<file path="src/pclc_pkg.sv">
package pclc_pkg;
   // Strap decode: 16 codes, 8 limit levels, upper half selects active-low enables
   localparam int STRAP_W = 4;
   localparam int LIMIT_W = 3;
   localparam int STRAP_POL_BIT = 3;
   localparam logic [LIMIT_W-1:0] LIMIT_MIN = 3'h0;

   // Register bus
   localparam int ADDR_W = 4;
   localparam int DATA_W = 8;
   localparam logic [ADDR_W-1:0] REG_CONFIG = 4'h0;
   localparam logic [ADDR_W-1:0] REG_LIMIT1 = 4'h1;
   localparam logic [ADDR_W-1:0] REG_LIMIT2 = 4'h2;
   localparam logic [ADDR_W-1:0] REG_STATUS = 4'h3;
   localparam logic [ADDR_W-1:0] REG_MASK = 4'h4;
   localparam logic [ADDR_W-1:0] REG_STRAP = 4'h5;
   localparam logic [ADDR_W-1:0] REG_STATE = 4'h6;

   // Config fields
   localparam int CFG_EN1_BIT = 0;
   localparam int CFG_EN2_BIT = 1;
   localparam int CFG_IGNORE_BIT = 2;
   localparam int CFG_CC1_BIT = 3;
   localparam int CFG_CC2_BIT = 4;
   localparam int CFG_CLR1_BIT = 5;
   localparam int CFG_CLR2_BIT = 6;
   localparam logic [DATA_W-1:0] CONFIG_RESET = 8'h03;
   localparam logic [DATA_W-1:0] CONFIG_MASK = 8'h1f;

   // Status bits: per port trip, short error, attach soft start
   localparam int ST_TRIP1 = 0;
   localparam int ST_TRIP2 = 1;
   localparam int ST_SHORT1 = 2;
   localparam int ST_SHORT2 = 3;
   localparam int ST_SOFT1 = 4;
   localparam int ST_SOFT2 = 5;
   localparam int ST_W = 6;
   localparam logic [ST_W-1:0] MASK_RESET = 6'h3f;

   // Timing at 250 MHz
   localparam int CLOCK_MHZ = 250;
   localparam int SHORT_LIMIT_RESPONSE_NS = 100;
   localparam int BUS_RISE_TIME_NS = 4000;
   localparam int SHORT_LIMIT_CYCLES = (SHORT_LIMIT_RESPONSE_NS * CLOCK_MHZ) / 1000;
   localparam int BUS_RISE_CYCLES = (BUS_RISE_TIME_NS * CLOCK_MHZ) / 1000;
   localparam int CNT_W = 20;

   typedef enum logic [2:0] {
      PCLC_DETECT = 3'b000,
      PCLC_SOFT = 3'b001,
      PCLC_ACTIVE = 3'b011,
      PCLC_ERROR = 3'b010
   } pclc_port_state_t;

   typedef struct packed {
      logic [STRAP_W-1:0] strap;
      logic [LIMIT_W-1:0] hw_limit;
      logic enable_active_low;
      logic smbus_mode;
      logic latched;
   } pclc_strap_t;

   typedef struct packed {
      logic over_limit;
      logic attach;
   } pclc_sense_t;

   typedef struct packed {
      logic switch_on;
      logic bypass_on;
      logic soft_start;
      logic current_clamp;
      logic cc_mode;
      logic [LIMIT_W-1:0] current_limit_level;
   } pclc_drive_t;

   typedef struct packed {
      pclc_port_state_t state;
      logic en_prev;
      logic [CNT_W-1:0] count;
      logic [LIMIT_W-1:0] limit;
   } pclc_port_t;
endpackage

</file>
<file path="src/pclc_port_current_limit_control.sv">
// Operation
// Eight hardware current limit levels, chosen by the strap.
// Strap sampled once after power-up, latched, never resampled.
// Host may reprogram limit; never above the strapped hardware limit.
// Sixteen strap codes; upper eight make enables active low; limits repeat.
// Over-limit current is clamped within the short-circuit response time.
// Over-limit persisting after clamping flags error and enters Error state.
// Soft start on enable edge, or attach in Detect with enable held.
// Soft start restricts supply-to-bus current while active.
// Attach with enable on and over-limit: respond in response time, continue.
// Trip or constant-current mode applies whenever the switch is closed; trip and short error act only in Active, not in soft start.
// In Detect the bus current is capped by the bypass path.
// In trip mode the switch opens when current exceeds the limit.
// After a trip, enter Error and assert that port's alert.
// After a trip, fault handling decides recovery.
// Exactly one current limit is active per port at a time.
// Alert outputs are active-low open-drain, asserted on port error.
// In bus mode, ignore-pins bit drops the pins, else pins and bits combine.
// Programmed limit above the hardware limit is clamped to it.
//
// The placing of the registers and the strobed register port were left to the implementer.
`timescale 1ns/1ps
module pclc_port_current_limit_control
   import pclc_pkg::*;
(
   input wire logic clock,
   input wire logic reset,
   input wire logic [STRAP_W-1:0] strap_config_pin,
   input wire logic port1_enable_pin,
   input wire logic port2_enable_pin,
   input wire pclc_sense_t sense1,
   input wire pclc_sense_t sense2,
   input wire logic [ADDR_W-1:0] address,
   input wire logic [DATA_W-1:0] write_data,
   input wire logic write_strobe,
   input wire logic read_strobe,
   output logic [DATA_W-1:0] read_data,
   output pclc_drive_t drive1,
   output pclc_drive_t drive2,
   output logic alert1_n_out,
   output logic alert1_n_oe,
   output logic alert2_n_out,
   output logic alert2_n_oe,
   output logic interrupt
);

   typedef struct packed {
      pclc_strap_t strap;
      logic [DATA_W-1:0] config_reg;
      logic [ST_W-1:0] status;
      logic [ST_W-1:0] mask;
      pclc_port_t [1:0] port;
      logic [DATA_W-1:0] read_data;
   } pclc_state_t;

   pclc_state_t state;
   pclc_state_t next_state;

   function automatic logic [LIMIT_W-1:0] clamp_limit(input logic [LIMIT_W-1:0] request,
                                                      input logic [LIMIT_W-1:0] hw);
      clamp_limit = (request > hw) ? hw : request;
   endfunction

   // Effective enable from pin polarity, config bit and ignore bit
   function automatic logic port_enabled(input logic pin, input logic cfg_bit, input pclc_strap_t s,
                                         input logic ignore);
      logic pin_on;
      pin_on = pin ^ s.enable_active_low;
      if (s.smbus_mode && ignore) begin
         port_enabled = cfg_bit;
      end else if (s.smbus_mode) begin
         port_enabled = cfg_bit & pin_on;
      end else begin
         port_enabled = pin_on;
      end
   endfunction

   logic [1:0] enable;
   pclc_sense_t [1:0] sense;

   assign sense[0] = sense1;
   assign sense[1] = sense2;
   assign enable[0] = port_enabled(port1_enable_pin, state.config_reg[CFG_EN1_BIT], state.strap,
                                   state.config_reg[CFG_IGNORE_BIT]);
   assign enable[1] = port_enabled(port2_enable_pin, state.config_reg[CFG_EN2_BIT], state.strap,
                                   state.config_reg[CFG_IGNORE_BIT]);

   always_comb begin
      logic [ST_W-1:0] events;
      logic [ST_W-1:0] clear;
      logic [DATA_W-1:0] rd;
      next_state = state;
      events = '0;
      clear = '0;
      rd = '0;

      // Strap caught once, at the first edge after reset release
      if (!state.strap.latched) begin
         next_state.strap.strap = strap_config_pin;
         next_state.strap.hw_limit = strap_config_pin[LIMIT_W-1:0];
         next_state.strap.enable_active_low = strap_config_pin[STRAP_POL_BIT];
         next_state.strap.smbus_mode = 1'b1;
         next_state.strap.latched = 1'b1;
         for (int i = 0; i < 2; i++) begin
            next_state.port[i].limit = strap_config_pin[LIMIT_W-1:0];
         end
      end

      if (write_strobe) begin
         case (address)
            REG_CONFIG: next_state.config_reg = write_data & CONFIG_MASK;
            REG_LIMIT1: next_state.port[0].limit = clamp_limit(write_data[LIMIT_W-1:0],
                                                               state.strap.hw_limit);
            REG_LIMIT2: next_state.port[1].limit = clamp_limit(write_data[LIMIT_W-1:0],
                                                               state.strap.hw_limit);
            REG_STATUS: clear = write_data[ST_W-1:0];
            REG_MASK: next_state.mask = write_data[ST_W-1:0];
            default: ;
         endcase
      end

      for (int i = 0; i < 2; i++) begin
         logic recover;
         recover = write_strobe && address == REG_CONFIG && write_data[CFG_CLR1_BIT + i];
         next_state.port[i].en_prev = enable[i];
         case (state.port[i].state)
            PCLC_DETECT: begin
               next_state.port[i].count = '0;
               if (state.strap.latched && enable[i] && (!state.port[i].en_prev || sense[i].attach)) begin
                  next_state.port[i].state = PCLC_SOFT;
                  if (sense[i].attach) begin
                     events[ST_SOFT1 + i] = 1'b1;
                  end
               end
            end
            PCLC_SOFT: begin
               if (!enable[i]) begin
                  next_state.port[i].state = PCLC_DETECT;
               end else if (state.port[i].count == CNT_W'(BUS_RISE_CYCLES - 1)) begin
                  next_state.port[i].state = PCLC_ACTIVE;
                  next_state.port[i].count = '0;
               end else begin
                  next_state.port[i].count = state.port[i].count + 1'b1;
               end
            end
            PCLC_ACTIVE: begin
               if (!enable[i]) begin
                  next_state.port[i].state = PCLC_DETECT;
                  next_state.port[i].count = '0;
               end else if (sense[i].over_limit && !state.config_reg[CFG_CC1_BIT + i]) begin
                  next_state.port[i].state = PCLC_ERROR;
                  events[ST_TRIP1 + i] = 1'b1;
               end else if (sense[i].over_limit) begin
                  // Clamp holds; error if still over after the response time
                  if (state.port[i].count == CNT_W'(SHORT_LIMIT_CYCLES)) begin
                     next_state.port[i].state = PCLC_ERROR;
                     events[ST_SHORT1 + i] = 1'b1;
                     next_state.port[i].count = '0;
                  end else begin
                     next_state.port[i].count = state.port[i].count + 1'b1;
                  end
               end else begin
                  next_state.port[i].count = '0;
               end
            end
            PCLC_ERROR: begin
               next_state.port[i].count = '0;
               if (recover) begin
                  next_state.port[i].state = PCLC_DETECT;
               end
            end
            default: next_state.port[i].state = PCLC_DETECT;
         endcase
      end

      next_state.status = (state.status & ~clear) | events;

      if (read_strobe) begin
         case (address)
            REG_CONFIG: rd = state.config_reg;
            REG_LIMIT1: rd = DATA_W'(state.port[0].limit);
            REG_LIMIT2: rd = DATA_W'(state.port[1].limit);
            REG_STATUS: rd = DATA_W'(state.status);
            REG_MASK: rd = DATA_W'(state.mask);
            REG_STRAP: rd = DATA_W'({state.strap.hw_limit, state.strap.enable_active_low});
            REG_STATE: rd = DATA_W'({state.port[1].state, state.port[0].state});
            default: rd = '0;
         endcase
      end
      next_state.read_data = rd;
   end

   always_ff @(posedge clock or posedge reset) begin
      if (reset) begin
         state <= '{strap: '0, config_reg: CONFIG_RESET, status: '0, mask: MASK_RESET,
                    port: '0, read_data: '0};
      end else begin
         state <= next_state;
      end
   end

   function automatic pclc_drive_t make_drive(input pclc_port_t p, input logic cc, input logic over);
      pclc_drive_t d;
      d.switch_on = p.state == PCLC_SOFT || p.state == PCLC_ACTIVE;
      d.bypass_on = p.state == PCLC_DETECT;
      d.soft_start = p.state == PCLC_SOFT;
      d.current_clamp = d.switch_on && over;
      d.cc_mode = cc;
      d.current_limit_level = p.limit;
      make_drive = d;
   endfunction

   assign drive1 = make_drive(state.port[0], state.config_reg[CFG_CC1_BIT], sense1.over_limit);
   assign drive2 = make_drive(state.port[1], state.config_reg[CFG_CC2_BIT], sense2.over_limit);
   assign read_data = state.read_data;
   assign alert1_n_out = 1'b0;
   assign alert2_n_out = 1'b0;
   assign alert1_n_oe = state.port[0].state == PCLC_ERROR;
   assign alert2_n_oe = state.port[1].state == PCLC_ERROR;
   assign interrupt = |(state.status & state.mask);

endmodule // pclc_port_current_limit_control

</file>
<file path="config.mk">
export PLATFORM = sky130hd
export DESIGN_NAME = pclc_port_current_limit_control
export DESIGN_NICKNAME = d
export VERILOG_FILES = /design/src/pclc_pkg.sv /design/src/pclc_port_current_limit_control.sv
export SDC_FILE = /design/constraint.sdc
export NUM_CORES = 1
export LEC_CHECK = 0
export ABC_CLOCK_PERIOD_IN_PS = 2800
export BUFFER_PORTS_ARGS = -buffer_cell sky130_fd_sc_hd__buf_2
export CORE_UTILIZATION = 51
export CTS_BUF_LIST = sky130_fd_sc_hd__clkbuf_4
export DETAILED_ROUTE_END_ITERATION = 10
export HOLD_SLACK_MARGIN = 0.1
export PLACE_DENSITY_LB_ADDON = 0.1
export SLEW_MARGIN = 30
export SYNTH_ARGS = -nofsm -noshare
export SYNTH_HDL_FRONTEND = slang
export SYNTH_SLANG_ARGS = --single-unit
</file>
<file path="constraint.sdc">
create_clock -name clock -period 2.8 [get_ports clock]
set_input_delay 0.28 -clock clock [delete_from_list [all_inputs] [get_ports clock]]
set_output_delay 0.28 -clock clock [all_outputs]
set_load 0.02 [all_outputs]
</file>
==> run_results.csv <==
group,metric,value,unit
placement,placed_area,0.004830,mm^2
min_path,hold_path_class,"primary input to register",
worst_setup_path,worstPathArrival,2640,ps
die,die_w,97.08,um
outcome,outcome,"finished clean",
yosys,avgSynthCellArea,9.586,um^2
grt,gr-total-overflow,0,
yosys,netlist_area,0.004611,mm^2
worst_setup_path,r2r_slack,460,ps
clocking,insertion_delay,430,ps
clocking,cts_tree,"done",
yosys,ys_seq_elements,81,
timing,setup_tns,0,ps
yosys,ys_warn_count,0,
routing,drtAntennaViolNets,0,
layout,fin_nets,550,
worst_setup_path,worst_r2r_endpoint,"state[16]",
routing,wl_per_cell,16.02,um
routing,via_per_inst,5.735,
grt,first_global_vias,3566,
die,io_pins,55,
timing,min_period_over_period,83.52,%
clocking,ctsHoldBuffers,2,
placement,portBuffers,49,
timing,maxSlewHeadroom,57.21,%
pwr,powerDensity,552.1,mW/mm^2
routing,wl,10090,um
worst_setup_path,startpoint_type,"register",
timing,max_freq,427.6,MHz
clocking,postCtsSetupRepairBufs,0,
worst_setup_path,endpoint,"state[16]",
yosys,yosysUniqueCellTypes,67,
worst_setup_path,cp.required,3100,ps
timing,rsz0062_at_grt,"no",
worst_setup_path,critical_path.endpoint_type,"register",
die,start_util,52.87,%
layout,design_area,0.005017,mm^2
worst_setup_path,crit_start,"state[32]",
clocking,cts_resized,0,
pwr,ir_drop,0.2487,mV
clocking,clockRootBuffer,"clkbuf_4",
routing,drc,0,
layout,area_growth,8.819,%
layout,final-instance-count-excl-fill,630,
die,fp.coreArea,0.008721,mm^2
placement,post-dp-hpwl,7262,um
worst_setup_path,reg2regPathDepth,5,
placement,placedCellCount,609,
yosys,seq_area_frac_synth,44.18,%
die,die_y,97.08,um
die,row_count,34,
placement,place.gp.congestion,0.8325,
timing,setup_violations,0,
die,die-area,0.009425,mm^2
worst_setup_path,r2r_start,"state[32]",
clocking,htreeDepth,3,
routing,drtPass1Iterations,4,
pwr,p_total,2.770,mW
worst_setup_path,crit_type,"register to register",
clocking,cts_buffers,9,
timing,clock_skew,28.15,ps
worst_setup_path,critical_path_peak_fanout,13,
timing,period_minus_slack,2339,ps
layout,antenna_cells,0,
timing,slew_viol_final,0,
routing,drt_iter0_drc,219,
clocking,cts.sinks,81,
grt,antenna_found_initial,0,
pwr,p_leak,2.201,nW
grt,grt_pass1_wl,17280,um
yosys,synth-edff-count,0,
layout,final_layout_size_suffix_gt1_share,20.88,%
yosys,synth_ff_type,"dfrtp_1",
yosys,postSynth.asyncResetShare,100.0,%
timing,worstMarginPinSlew,641.8,ps
routing,vias,3613,
clocking,max-clock-path-buffers,2,
clocking,clkTransAtPathRegs,130,ps
grt,gr-usage-all-layers,22.79,%
timing,hold_viol,0,
yosys,syn_inst,481,
run,cap_violations,0,
grt,grt_max_degree,48,
through the flow:
stage	hold WS, ps	worst slack (ps)	utilization [%]
after floorplan	417.4	453.2	-
after global placement	382.3	526.0	55.38
after detailed placement	384.7	464.8	55.38
after CTS	101.3	405.7	57.19
after global routing	110.7	215.3	57.53
final	129.4	461.4	57.53
synth_stat cells (all sizes together), types with 7 or more instances:
library cell | n | area share, %
a21o | 10 | 1.6
a21oi | 18 | 2.0
a22o | 11 | 2.1
a22oi | 7 | 1.1
buf | 24 | 3.7
clkbuf | 12 | 0.98
dfrtp | 73 | 40
dfstp | 8 | 4.6
ha | 7 | 1.9
inv | 15 | 1.2
mux2 | 12 | 2.9
mux2i | 11 | 2.4
nand2 | 43 | 3.5
nand3 | 24 | 2.6
nand4 | 8 | 1.1
nor2 | 57 | 4.7
nor2b | 13 | 1.8
nor3 | 14 | 1.5
nor4 | 9 | 1.5
o21ai | 15 | 1.8
xnor2 | 19 | 3.6
report_power, final:
part / internal [mW] / total [mW] / switching [mW] / leakage, nW
logic: 0.267 / 0.670 / 0.404 / 1.06
registers: 1.29 / 1.40 / 0.116 / 1.06
clock network: 0.300 / 0.697 / 0.396 / 0.0773
logic make-up (layout without fill, tap and decap cells):
kind of cell / after synthesis / in the layout / share of synthesized area [%]
and+or+nand+nor: 200 / 200 / 21.85
xor gates and xnor gates: 21 / 21 / 4.152
muxes: 25 / 25 / 6.296
adders and majority gates: 7 / 7 / 1.900
DFF: 81 / 81 / 44.18
AOI/OAI and AO/OA: 93 / 93 / 15.44
other: 2 / 5 / 0.1629
buffers and inverters: 52 / 90 / 6.024
routing by layer:
layer | GRT usage (%) | part of all wire (%) | vias up
li1 | - | - | 1762
met1 | 29.99 | 46 | 1757
met2 | 38.57 | 49 | 80
met3 | 3.597 | 3.5 | 14
met4 | 7.348 | 1.6 | 0
met5 | 0 | 0 | -
layout make-up:
type	instances	area, um^2
Multi-Input combinational cell	351	2307
Tap cell	108	135.1
Timing Repair Buffer	58	337.8
Fill cell	779	3704
Clock buffer	12	90.09
Sequential cell	81	2037
Clock inverter	4	47.55
Inverter	16	62.56
critical path, cell delays in order (launching register included):
cell and delay [ps]:
dfrtp_1 530, and3_1 240, o211ai_2 170, o21ai_2 580
nand2b_1 290, o311ai_0 390
worst min-delay path by stage:
| stage | start | endpoint | slack, ps | cells after the start |
|---|---|---|---|---|
| 2_1_floorplan | write_data[0] | state[62] | 420 | 2 |
| 3_3_place_gp | reset | state[50] | 380 | 2 |
| 3_5_place_dp | reset | state[52] | 380 | 2 |
| 4_1_cts | write_data[3] | state[65] | 100 | 2 |
| 5_1_grt | write_data[5] | state[67] | 110 | 2 |
| 6_report | write_data[5] | state[67] | 130 | 2 |
flip-flops by register name, summed over array words and instances, names as in the netlist:
name       flops
state         67
drive2         4
drive1         4
read_data      6
layout by cell type (no fill, tap or decap), types with 13 or more instances in the layout:
cell	n
a21oi_1	18
buf_2	49
dfrtp_1	73
inv_1	14
nand2_1	43
nand3_1	24
nor2_1	56
nor2b_1	13
nor3_1	14
o21ai_0	13
xnor2_1	19
No activity file was read; power rests on OpenSTA's default activity.
